<file path="src/rtl/ddrt_pkg.sv">
// Shared constants and types for the DDR3 command timing link
package ddrt_pkg;
   // System clock and link clock derivation
   localparam int SYS_PS = 5000;
   localparam int CK_HALF = 8;
   localparam int TCK_PS = 2 * CK_HALF * SYS_PS;
   localparam int CW = 8;

   // Whole link edges needed for a time, rounded up
   function automatic int ddrt_ru(input int t_ps, input int tck_ps);
      return (t_ps + tck_ps - 1) / tck_ps;
   endfunction : ddrt_ru

   function automatic int ddrt_max(input int a, input int b);
      return (a > b) ? a : b;
   endfunction : ddrt_max

   // Timing figures in their own units
   localparam int T_XPDLL_NS = 24;
   localparam int XPDLL_MIN_CK = 10;
   localparam int T_WR_MIN_NS = 15;
   localparam logic [CW-1:0] ODT_SHORT_CK = 8'h04;
   localparam logic [CW-1:0] ODT_LONG_CK = 8'h06;
   localparam logic [CW-1:0] REF_PDEN_CK = 8'h01;
   localparam logic [CW-1:0] ACT_PDEN_CK = 8'h01;
   localparam logic [CW-1:0] ZQCS_CK = 8'h40;
   localparam logic [CW-1:0] WR_START_FULL = 8'h04;
   localparam logic [CW-1:0] WR_START_CHOP = 8'h02;
   localparam logic [CW-1:0] ACT_OP_CK = 8'h06;
   localparam logic [CW-1:0] REF_OP_CK = 8'h20;
   localparam logic [3:0] OWED_MAX = 4'h9;

   // Register byte offsets of the controller
   localparam logic [7:0] REG_CMD = 8'h00;
   localparam logic [7:0] REG_CFG = 8'h04;
   localparam logic [7:0] REG_STAT = 8'h08;
   localparam logic [7:0] REG_REFI = 8'h0C;

   // Field positions
   localparam int CMD_ODT = 3;
   localparam int CMD_ADDR = 4;
   localparam int CFG_PD = 0;
   localparam int CFG_HOT = 1;
   localparam int A_WL = 0;
   localparam int A_CHOP = 4;
   localparam int A_WR = 5;
   localparam int A_AP = 10;
   localparam int A_DLLRST = 11;

   // Values after reset
   localparam logic [1:0] CFG_RST = 2'h0;
   localparam logic [15:0] REFI_RST = 16'h0061;
   localparam logic [3:0] WL_RST = 4'h5;
   localparam logic [3:0] WR_RST = 4'h6;

   typedef enum logic [2:0] {C_NOP, C_ACT, C_PRE, C_REF, C_WR, C_RD, C_MRS, C_ZQCS} ddrt_cmd_type;
endpackage : ddrt_pkg

</file>
<file path="src/rtl/ddrt_if.sv">
// Command link between controller and memory
`timescale 1ns/1ps
`default_nettype none
interface ddrt_if;
   logic ck;
   logic cke;
   logic odt;
   logic [2:0] cmd;
   logic [11:0] addr;
   modport ctrl (output ck, output cke, output odt, output cmd, output addr);
   modport mem (input ck, input cke, input odt, input cmd, input addr);
endinterface : ddrt_if
`default_nettype wire

</file>
<file path="src/rtl/ddrt_ctrl.sv">
// Controller end: APB-driven command issue with timing guards
//
// The register addresses and the APB interface to the registers were decided locally.
`timescale 1ns/1ps
`default_nettype none
// Operation
// Minimums counted in real link clock edges
// Never issue out-of-spec sequences; reinit otherwise
// Write recovery is programmed cycle count
// Device accepts rounded-up nanosecond cycle counts
// Write recovery time rounded up for gap
// Internal write starts latency plus four/two
// Clock enable low allowed during row work
// Refresh-to-powerdown gap before clock enable low
// Short ODT time measured from registered high
// Long ODT time from eight-beat write
// Short calibration finishes within sixty-four edges
// Only read and sync ODT need DLL
// At most nine refreshes outstanding, then force
// Any clock rate, refresh interval still met
// Refresh interval chosen by operating temperature
// ODT high four edges without long write
// ODT high six edges with long write
// Wait DLL gap after powerdown exit
// One edge from refresh to powerdown
// Counters gate each dependent command
module ddrt_ctrl
   import ddrt_pkg::*;
#(
   parameter int CK_HALF_P = CK_HALF
)(
   input wire logic i_clk_sys,
   input wire logic i_rst_n,
   input wire logic i_ce,
   input wire logic i_psel,
   input wire logic i_penable,
   input wire logic i_pwrite,
   input wire logic [7:0] i_paddr,
   input wire logic [31:0] i_pwdata,
   output logic [31:0] o_prdata,
   output logic o_pready,
   output logic o_pslverr,
   ddrt_if.ctrl link
);
   localparam int TCKP = 2 * CK_HALF_P * SYS_PS;
   localparam logic [CW-1:0] XPDLL_N =
      CW'(ddrt_max(XPDLL_MIN_CK, ddrt_ru(T_XPDLL_NS * 1000, TCKP)));
   localparam logic [CW-1:0] WR_N = CW'(ddrt_ru(T_WR_MIN_NS * 1000, TCKP));

   // Registers, guard counters and issue decisions
   logic [15:0] div_r, refi_r, ref_tmr_r, intv;
   logic ck_r, tick, rise, fall, acc, done, mapped, wr_cmd;
   logic [1:0] cfg_r;
   logic pend_r, podt_r, cke_r, odt_r, chopf_r;
   ddrt_cmd_type code_r, cmd_r, iss;
   logic [11:0] paddr_r, addr_r;
   logic [3:0] wl_r, wr_r, owed_r;
   logic [CW-1:0] pden_cnt_r, odt_cnt_r, dll_cnt_r, pden_ld, odt_ld;
   logic force_ref, odt_up, odt_dn, sw_ok, ref_go, pd_go, pd_exit, chop;

   // Link clock from a divider; edges known without sampling
   assign tick = (div_r == 16'(CK_HALF_P - 1));
   assign rise = i_ce & tick & ~ck_r;
   assign fall = i_ce & tick & ck_r;

   always_ff @(posedge i_clk_sys or negedge i_rst_n)
      if (!i_rst_n)
      begin
         div_r <= 16'h0000;
         ck_r <= 1'b0;
      end
      else if (i_ce)
      begin
         div_r <= tick ? 16'h0000 : div_r + 16'h0001;
         if (tick)
            ck_r <= ~ck_r;
      end

   // APB: one wait state, write lands at the pready edge
   assign acc = i_psel & i_penable & ~o_pready;
   assign done = i_psel & i_penable & o_pready;
   assign mapped = (i_paddr == REG_CMD) | (i_paddr == REG_CFG) |
                   (i_paddr == REG_STAT) | (i_paddr == REG_REFI);
   assign wr_cmd = done & i_pwrite & ~o_pslverr & (i_paddr == REG_CMD);

   always_ff @(posedge i_clk_sys or negedge i_rst_n)
      if (!i_rst_n)
      begin
         o_pready <= 1'b0;
         o_pslverr <= 1'b0;
         o_prdata <= 32'h00000000;
      end
      else if (i_ce)
      begin
         o_pready <= acc;
         // Busy command slot refuses a new order rather than lose one
         o_pslverr <= acc & (~mapped | (i_pwrite & (i_paddr == REG_CMD) & pend_r));
         if (acc)
         begin
            o_prdata <= 32'h00000000;
            if (i_paddr == REG_CMD)
               o_prdata <= {16'h0000, paddr_r, podt_r, code_r};
            else if (i_paddr == REG_CFG)
               o_prdata <= {30'h00000000, cfg_r};
            else if (i_paddr == REG_STAT)
               o_prdata <= {16'h0000, chopf_r, wr_r, wl_r, owed_r, odt_r, ~cke_r, pend_r};
            else if (i_paddr == REG_REFI)
               o_prdata <= {16'h0000, refi_r};
         end
      end

   // Configuration: power-down request, temperature range, interval
   always_ff @(posedge i_clk_sys or negedge i_rst_n)
      if (!i_rst_n)
      begin
         cfg_r <= CFG_RST;
         refi_r <= REFI_RST;
      end
      else if (i_ce && done && i_pwrite && !o_pslverr)
      begin
         if (i_paddr == REG_CFG)
            cfg_r <= i_pwdata[1:0];
         if (i_paddr == REG_REFI)
            refi_r <= i_pwdata[15:0];
      end

   // Pending order slot
   always_ff @(posedge i_clk_sys or negedge i_rst_n)
      if (!i_rst_n)
      begin
         pend_r <= 1'b0;
         code_r <= C_NOP;
         podt_r <= 1'b0;
         paddr_r <= 12'h000;
      end
      else if (i_ce)
      begin
         if (wr_cmd)
         begin
            pend_r <= 1'b1;
            code_r <= ddrt_cmd_type'(i_pwdata[2:0]);
            podt_r <= i_pwdata[CMD_ODT];
            paddr_r <= i_pwdata[CMD_ADDR +: 12];
         end
         else if (fall && sw_ok)
            pend_r <= 1'b0;
      end

   // Issue decision; an order that would break timing just waits
   assign force_ref = (owed_r == OWED_MAX);
   assign odt_up = podt_r & ~odt_r;
   assign odt_dn = ~podt_r & odt_r;
   assign sw_ok = pend_r & cke_r & ~force_ref &
                  ~((code_r == C_RD | odt_up) & (dll_cnt_r != 8'h00)) &
                  ~(odt_dn & (odt_cnt_r != 8'h00));
   assign ref_go = force_ref & cke_r;
   assign pd_go = cke_r & cfg_r[CFG_PD] & ~pend_r & ~force_ref &
                  (pden_cnt_r == 8'h00);
   assign pd_exit = ~cke_r & (~cfg_r[CFG_PD] | force_ref);
   assign iss = ref_go ? C_REF : (sw_ok ? code_r : C_NOP);
   assign chop = chopf_r | paddr_r[A_CHOP];

   // Gap loads; row work may still run when clock enable drops
   always_comb
   begin
      pden_ld = 8'h00;
      odt_ld = 8'h00;
      case (iss)
         C_REF: pden_ld = REF_PDEN_CK;
         C_ACT, C_PRE: pden_ld = ACT_PDEN_CK;
         C_WR:
            pden_ld = CW'(wl_r) + (chopf_r ? WR_START_CHOP : WR_START_FULL) +
                      (paddr_r[A_AP] ? CW'(wr_r) + 8'h01 : WR_N);
         default: pden_ld = 8'h00;
      endcase
      if (sw_ok && podt_r && (odt_up || iss == C_WR))
         odt_ld = (iss == C_WR && !chop) ? ODT_LONG_CK : ODT_SHORT_CK;
   end

   // Drive the link on the falling edge, device samples on rising
   always_ff @(posedge i_clk_sys or negedge i_rst_n)
      if (!i_rst_n)
      begin
         cke_r <= 1'b1;
         odt_r <= 1'b0;
         cmd_r <= C_NOP;
         addr_r <= 12'h000;
      end
      else if (fall)
      begin
         cmd_r <= iss;
         addr_r <= ref_go ? 12'h000 : paddr_r;
         if (sw_ok)
            odt_r <= podt_r;
         if (pd_go)
            cke_r <= 1'b0;
         else if (pd_exit)
            cke_r <= 1'b1;
      end

   // Mode register zero shadow taken from issued mode sets
   always_ff @(posedge i_clk_sys or negedge i_rst_n)
      if (!i_rst_n)
      begin
         wl_r <= WL_RST;
         wr_r <= WR_RST;
         chopf_r <= 1'b0;
      end
      else if (fall && iss == C_MRS)
      begin
         wl_r <= paddr_r[A_WL +: 4];
         wr_r <= paddr_r[A_WR +: 4];
         chopf_r <= paddr_r[A_CHOP];
      end

   // Guard counters, loaded at drive and counted per link edge
   always_ff @(posedge i_clk_sys or negedge i_rst_n)
      if (!i_rst_n)
      begin
         pden_cnt_r <= 8'h00;
         odt_cnt_r <= 8'h00;
         dll_cnt_r <= 8'h00;
      end
      else if (fall)
      begin
         if (pden_ld > pden_cnt_r)
            pden_cnt_r <= pden_ld;
         if (odt_ld > odt_cnt_r)
            odt_cnt_r <= odt_ld;
         if (pd_exit)
            dll_cnt_r <= XPDLL_N;
      end
      else if (rise)
      begin
         if (pden_cnt_r != 8'h00)
            pden_cnt_r <= pden_cnt_r - 8'h01;
         if (odt_cnt_r != 8'h00)
            odt_cnt_r <= odt_cnt_r - 8'h01;
         if (dll_cnt_r != 8'h00)
            dll_cnt_r <= dll_cnt_r - 8'h01;
      end

   // Refresh debt; hot range halves the interval
   assign intv = cfg_r[CFG_HOT] ? {1'b0, refi_r[15:1]} : refi_r;

   always_ff @(posedge i_clk_sys or negedge i_rst_n)
      if (!i_rst_n)
      begin
         ref_tmr_r <= 16'h0000;
         owed_r <= 4'h0;
      end
      else if (rise)
      begin
         if (ref_tmr_r + 16'h0001 >= intv)
         begin
            ref_tmr_r <= 16'h0000;
            if (owed_r != OWED_MAX)
               owed_r <= owed_r + 4'h1;
         end
         else
            ref_tmr_r <= ref_tmr_r + 16'h0001;
      end
      else if (fall && iss == C_REF && owed_r != 4'h0)
         owed_r <= owed_r - 4'h1;

   // Link outputs straight from registers
   assign link.ck = ck_r;
   assign link.cke = cke_r;
   assign link.odt = odt_r;
   assign link.cmd = cmd_r;
   assign link.addr = addr_r;
endmodule : ddrt_ctrl
`default_nettype wire

</file>
<file path="src/flat_wrapper.sv">
// flat-port wrapper written by rule: the top's interface ports become plain ports
module ddrt_ctrl_flat import ddrt_pkg::*;
#(
   parameter int CK_HALF_P = CK_HALF
)
  (i_clk_sys, i_rst_n, i_ce, i_psel, i_penable, i_pwrite, i_paddr, i_pwdata, o_prdata, o_pready, o_pslverr, link_ck, link_cke, link_odt, link_cmd, link_addr);
  ddrt_if link_i ();
  input wire logic i_clk_sys;
  input wire logic i_rst_n;
  input wire logic i_ce;
  input wire logic i_psel;
  input wire logic i_penable;
  input wire logic i_pwrite;
  input wire logic [7:0] i_paddr;
  input wire logic [31:0] i_pwdata;
  output logic [31:0] o_prdata;
  output logic o_pready;
  output logic o_pslverr;
  output wire logic [$bits(link_i.ck)-1:0] link_ck;
  output wire logic [$bits(link_i.cke)-1:0] link_cke;
  output wire logic [$bits(link_i.odt)-1:0] link_odt;
  output wire logic [$bits(link_i.cmd)-1:0] link_cmd;
  output wire logic [$bits(link_i.addr)-1:0] link_addr;
  assign link_ck = link_i.ck;
  assign link_cke = link_i.cke;
  assign link_odt = link_i.odt;
  assign link_cmd = link_i.cmd;
  assign link_addr = link_i.addr;
  ddrt_ctrl #(.CK_HALF_P(CK_HALF_P)) u_core (.i_clk_sys(i_clk_sys), .i_rst_n(i_rst_n), .i_ce(i_ce), .i_psel(i_psel), .i_penable(i_penable), .i_pwrite(i_pwrite), .i_paddr(i_paddr), .i_pwdata(i_pwdata), .o_prdata(o_prdata), .o_pready(o_pready), .o_pslverr(o_pslverr), .link(link_i));
endmodule
</file>
<file path="config.mk">
export PLATFORM = sky130hd
export DESIGN_NAME = ddrt_ctrl_flat
export DESIGN_NICKNAME = d
export VERILOG_FILES = /design/src/rtl/ddrt_pkg.sv /design/src/rtl/ddrt_if.sv /design/src/rtl/ddrt_ctrl.sv /design/src/flat_wrapper.sv
export SDC_FILE = /design/constraint.sdc
export NUM_CORES = 1
export LEC_CHECK = 0
export BUFFER_PORTS_ARGS = -buffer_cell sky130_fd_sc_hd__buf_2
export CAP_MARGIN = 5
export CORE_MARGIN = 4
export CORE_UTILIZATION = 63
export CTS_CLUSTER_DIAMETER = 150
export CTS_CLUSTER_SIZE = 8
export DETAILED_ROUTE_END_ITERATION = 8
export MAX_ROUTING_LAYER = met4
export PLACE_DENSITY = 0.84
export SYNTH_ARGS = -nofsm -noshare
export SYNTH_HDL_FRONTEND = slang
export SYNTH_SLANG_ARGS = --single-unit
</file>
<file path="constraint.sdc">
create_clock -name i_clk_sys -period 9.6 [get_ports i_clk_sys]
set_input_delay 1.92 -clock i_clk_sys [delete_from_list [all_inputs] [get_ports i_clk_sys]]
set_output_delay 1.92 -clock i_clk_sys [all_outputs]
set_load 0.005 [all_outputs]
</file>
Yosys cells after proc, flatten, opt, wreduce, memory -nomap -nowiden --
Index checks and enable logic that the tools add are counted.
Storage, ports and cells: bits in registers 156, input port bits 46, output and inout port bits 52, logic and storage cells 172
Cells by class: add/subtract/negate cells 10, $lt $le $gt $ge 3, equal/unequal tests 17, muxes and demuxes 35, bitwise operators 45, reduce and logical (&&, ||, !) cells 39
Operator list (number):
- 8-bit 2-to-1 mux | 14
- 32-bit 2-to-1 mux | 3
- 16-bit 2-to-1 mux | 4
- 16-bit by 1-bit adder with 16-bit output (second input constant) | 2
- 1-bit AND | 26
- 8-bit nonzero test | 3
- 8-bit by 1-bit subtractor with 8-bit output (second input constant) | 3
- 16-bit by 3-bit equality test with 1-bit output (second input constant) | 1
- 8-bit by 4-bit equality test with 1-bit output (second input constant) | 2
- 16-bit >= comparator | 1
- 8-bit > comparator | 2
- 8-bit zero test | 2
- 4-bit 2-to-1 mux | 4
- 8-bit case mux with 2 select lines | 1
- 2-bit AND reduction | 8
- 2-bit nonzero test | 7
- 12-bit 2-to-1 mux | 1
- 1-bit inverter | 12
- 3-bit AND reduction | 4
- 1-bit logical AND | 10
- 2-bit != test (second input constant) | 5
- 3-bit equality test (second input constant) | 3
- 3-bit 2-to-1 mux | 3
- 4-bit by 8-bit adder with 8-bit output | 1
- other kinds (16) | 27

Depth between registers and ports, before layout --
depth in word-level cells 16, gate-level depth with buffers 17, gate-level depth less buffers 17

Worst setup path before layout --
No wires, ideal clock.
path kind input port to flip-flop, from in i_ce, to reg u_core.owed_r[3], arrival 4.333 ns, data required time 9.480 ns, setup slack 5.148 ns, cell stages on the path 11, path through clkbuf_1 and2_1 clkbuf_1 nor3b_1 inv_1 ha_1 a21o_1 a21oi_1 nor2_1 a221o_1 and3_1
On the way: word-level cells in the longest chain between the ends 6
RTL lines:
- start: declaration | line flat_wrapper.sv:10 | input wire logic i_ce;
- 1-bit AND * | line ddrt_ctrl.sv:63, ddrt_ctrl.sv:64
- 1-bit AND | line ddrt_ctrl.sv:64 | assign fall = i_ce & tick & ck_r;
- 1-bit logical AND (2 in a row) | line ddrt_ctrl.sv:263 | else if (fall && iss == C_REF && owed_r != 4'h0)
- 2-bit nonzero test (no line)
- 3-bit AND reduction (no line)
- end signal: assignment | line ddrt_ctrl.sv:258 | owed_r <= owed_r + 4'h1;
- end signal: assignment | line ddrt_ctrl.sv:264 | owed_r <= owed_r - 4'h1;
- end: declaration | line ddrt_ctrl.sv:57 | logic [3:0] wl_r, wr_r, owed_r;
Every way passes the cells marked *; elsewhere a longest branch is shown, timed or not. A chain may end at the register's enable or synchronous reset.

Worst setup path after layout --
Ends and elaborated chain as after synthesis.

==> summary.txt <==
Outcome
  • Outcome: completed

Power and ir drop
  • Comb power frac: 21.7%
  • Pwr dens: 198 nW/um2
  • Sequential Power Share: 41.3%
  • Peak supply drop: 133 uV
  • Clock Power Share: 37.0%
  • Leakage: 4.25 nW
  • Switching share of power: 32.6%
  • Pint: 1.21 mW
  • Total Power: 1.79 mW
  • Sw power: 0.583 mW

Yosys
  • Share of the yosys chip area belonging to registers: 43.7%
  • Cells after Synth: 798
  • Largest cells by area after synthesis: dfrtp_1 (41%), mux2_2 (8.0%), ha_1 (6.1%), nand2_1 (4.5%), o21ai_0 (3.4%)
  • Post-synth EDFFs: 0
  • Cell area after synthesis: 8040 um2
  • Syn. warnings: 0
  • Most used DFF post-synth: dfrtp_1
  • Yosys reg bits: 140
  • Post-synth top area cell: dfrtp_1
  • Avg Synthesized Cell Area: 10.1 um2
  • Async SR Flop Fraction: 100%
  • Yosys top cell area share: 41.1%
  • Yosys cell types: 66

Critical path
  • Crit Path Class: input pin to flip-flop
  • Crit path cell chain: buf_2 -> and2_1 -> nor3b_1 -> inv_1 -> ha_1 -> a21o_1 -> a21oi_1 -> nor2_1 -> a221o_1 -> and3_1
  • Crit end category: flip-flop
  • Critical path buffer and inverter count: 2
  • CP arrival: 4920 ps
  • Startpoint Class: input pin
  • Slowest cell on crit path: nor3b_1
  • Delay-heaviest family, CP: simple AND/OR/NAND/NOR gates
  • Critical Path RT: 9920 ps
  • CP max FO: 9
  • Critical Path Max Stage Delay: 880 ps

Global route
  • GRT overflow: 0
  • GR Layer Usage met1: 36.2%
  • Busiest grt layer: met2
  • Gr usage total: 29.5%
  • Largest net degree at the start of global routing: 79
  • Global-route wire length before repair: 33100 um
  • Met2 Use GR: 48.1%
  • Grt met3 use: 5.45%
  • Vias in the first global route: 6575
  • Initial antenna violation count: 0

STA
  • RSZ-0062 raised after global routing: false
  • Fmax: 217 MHz
  • Clock skew: 8.79 ps
  • Setup_tns: 0 ps
  • Final hold vios: 0
  • Period utilization: 47.9%
  • Min Tclk post-route: 4600 ps
  • Max_slew headroom: 18.9%
  • Worst-margin pin slew: 1210 ps
  • Fin. max-slew vios: 0
  • Final setup fails: 0

Floorplan
  • Die Area: 14600 um2
  • Height of the die: 121 um
  • Starting Density: 65.5%
  • FP Rows: 40
  • Die Wd: 121 um
  • Io pins: 98
  • Core Region: 12300 um2

Route
  • DRC errors left: 0
  • Via density: 6.28
  • Drt first pass iters: 5
  • Post-route ant nets: 0
  • DR vias: 6517
  • 1st-iter DRT viols: 644
  • Wirelength, routed: 20000 um
  • Routed WL per cell: 19.2 um

Hold path
  • Hold Crit Class: flip-flop to flip-flop

Clock network
  • Worst-Skew Late Latency: 430 ps
  • # resized after CTS: 0
  • Hold_buf cts: 0
  • Clk buf depth: 2
  • Clock transition at path regs: 60 ps
  • TritonCTS buffer count: 17
  • Post-CTS setup buffers: 0
  • Max H-tree Level: 4
  • CTS tree: done
  • Clock root buffer: clkbuf_16
  • CTS sink count: 140

Finish
  • Layout cells sized above 1: 20.9%
  • P&R area growth vs syn: 12.2%
  • Layout Nets: 945
  • Ant. Diodes: 0

Place
  • Detailed Place HPWL: 14500 um
  • RD Place Congestion: 0.893
  • PortBufs: 65

Run
  • Max-cap viol count: 0
==> cell type report <==
cell class | instances | area [um2]
tap | 168 | 210
sequential | 140 | 3510
clock inverter | 14 | 160
inverter | 28 | 105
clock buffer | 18 | 429
fill | 851 | 3240
timing repair buffer | 68 | 354
multi-input combinational | 601 | 4250
==> metrics by stage <==
step | cells | hold slack, ps | util [%] | cell area, um2 | worst slack, ps
after floorplan | 813 | 446 | - | 8090 | 5150
after global placement | 1005 | 449 | 68.8 | 8430 | 4800
after detailed placement | 1005 | 463 | 68.8 | 8430 | 4670
after CTS | 1037 | 477 | 73.6 | 9020 | 5110
after global routing | 1037 | 502 | 73.6 | 9020 | 4850
final | 1037 | 471 | 73.6 | 9020 | 5000
==> worst paths after layout <==
check                                            endpoint  slack (ps)  depth (start not counted)                       startpoint
max in group asynchronous  u_core.o_prdata[2]$_DFFE_PN0P_        6730                          2                          i_rst_n
min in group asynchronous    u_core.div_r[13]$_DFFE_PN0P_        1480                          1                          i_rst_n
min                        u_core.link.cmd[2]$_DFFE_PN0P_         470                          2   u_core.link.cmd[2]$_DFFE_PN0P_
min reg2reg                u_core.link.cmd[2]$_DFFE_PN0P_         470                          2   u_core.link.cmd[2]$_DFFE_PN0P_
max                          u_core.owed_r[3]$_DFFE_PN0P_        5000                         10                             i_ce
max reg2reg                  u_core.owed_r[2]$_DFFE_PN0P_        5230                         11  u_core.ref_tmr_r[0]$_DFFE_PN0P_
==> synthesized netlist by cell type, drive strengths merged, types with 2 or more instances <==
| cell type | number |
|---|---|
| a22oi | 14 |
| a2111oi | 4 |
| or3 | 7 |
| nor4 | 14 |
| fa | 4 |
| nor3b | 2 |
| and3 | 17 |
| nand3b | 3 |
| dfrtp | 132 |
| a21oi | 24 |
| o31ai | 2 |
| mux2 | 59 |
| nor3 | 16 |
| clkbuf | 25 |
| buf | 19 |
| a211oi | 6 |
| a21o | 5 |
| mux2i | 22 |
| o21a | 9 |
| o21ai | 55 |
| or2 | 3 |
| nand3 | 39 |
| or4 | 6 |
| xor2 | 18 |
| and2 | 7 |
| ha | 39 |
| nand2 | 96 |
| inv | 28 |
| dfstp | 8 |
| xnor2 | 28 |
| and4 | 2 |
| nand4 | 14 |
| a31oi | 3 |
| nor2b | 2 |
| nor4b | 3 |
| nor2 | 35 |
| o211ai | 3 |
| nand2b | 6 |
==> cell families (layout without fill, tap and decap cells) <==
family          after synthesis  after routing  synth area share [%]
simple gates                276            276                  17.5
compound gates              138            138                  11.2
buf+inv                      72            128                  4.13
fa+ha+maj                    43             43                  7.07
flops                       140            140                  43.7
other cells                   1             16                0.0467
mux                          82             82                  11.4
xor+xnor                     46             46                  5.01
==> worst register-to-register path: cells and delay by family (launching register included) <==
kind / cells / cell delay [ps]
AO/OA/AOI/OAI: 3 / 1360
XOR/XNOR: 1 / 200
adder cells (fa/ha/maj): 2 / 590
flip-flops: 1 / 440
multiplexers: 1 / 360
AND/OR/NAND/NOR: 4 / 1310
==> state kept, by name, summed over array words and instances, names as in the netlist, 2 cells and up <==
register / flops
u_core.odt_cnt_r: 8
u_core.paddr_r: 12
u_core.pden_cnt_r: 8
u_core.link.cmd: 3
u_core.code_r: 3
u_core.refi_r: 16
u_core.link.addr: 12
u_core.o_prdata: 16
u_core.div_r: 16
u_core.dll_cnt_r: 8
u_core.ref_tmr_r: 16
u_core.wr_r: 4
u_core.cfg_r: 2
u_core.owed_r: 4
u_core.wl_r: 4
==> power groups by stage <==
| stage | Clock [mW] | Combinational, mW | Sequential, mW |
|---|---|---|---|
| floorplan | 0 | 0.289 | 0.723 |
| global placement | 0 | 0.356 | 0.739 |
| detailed placement | 0 | 0.381 | 0.746 |
| CTS | 0.666 | 0.386 | 0.737 |
| global route | 0.695 | 0.437 | 0.750 |
| finish | 0.661 | 0.388 | 0.739 |
==> layer usage <==
layer | wire length (um) | share of wire [%]
met2 | 9950 | 50
met5 | 0 | 0
met4 | 690 | 3.5
met3 | 1300 | 6.5
met1 | 8020 | 40
==> placed cells by master, fill, tap and decap left out, types with 6 or more instances in the layout <==
| cell type | count |
|---|---|
| nand3_1 | 39 |
| ha_1 | 39 |
| nor3_1 | 16 |
| clkbuf_16 | 17 |
| dfrtp_1 | 132 |
| mux2i_1 | 22 |
| nand2b_1 | 6 |
| a211oi_1 | 6 |
| inv_1 | 28 |
| nand2_1 | 96 |
| or3_1 | 6 |
| and3_1 | 17 |
| nand4_1 | 14 |
| nor4_1 | 11 |
| o21ai_0 | 55 |
| o21a_1 | 9 |
| xor2_1 | 18 |
| xnor2_1 | 28 |
| a21oi_1 | 24 |
| dfstp_2 | 8 |
| a22oi_1 | 14 |
| buf_2 | 64 |
| and2_1 | 7 |
| nor2_1 | 35 |
| mux2_2 | 57 |
| conb_1 | 16 |
No activity file was read; power rests on OpenSTA's default activity.
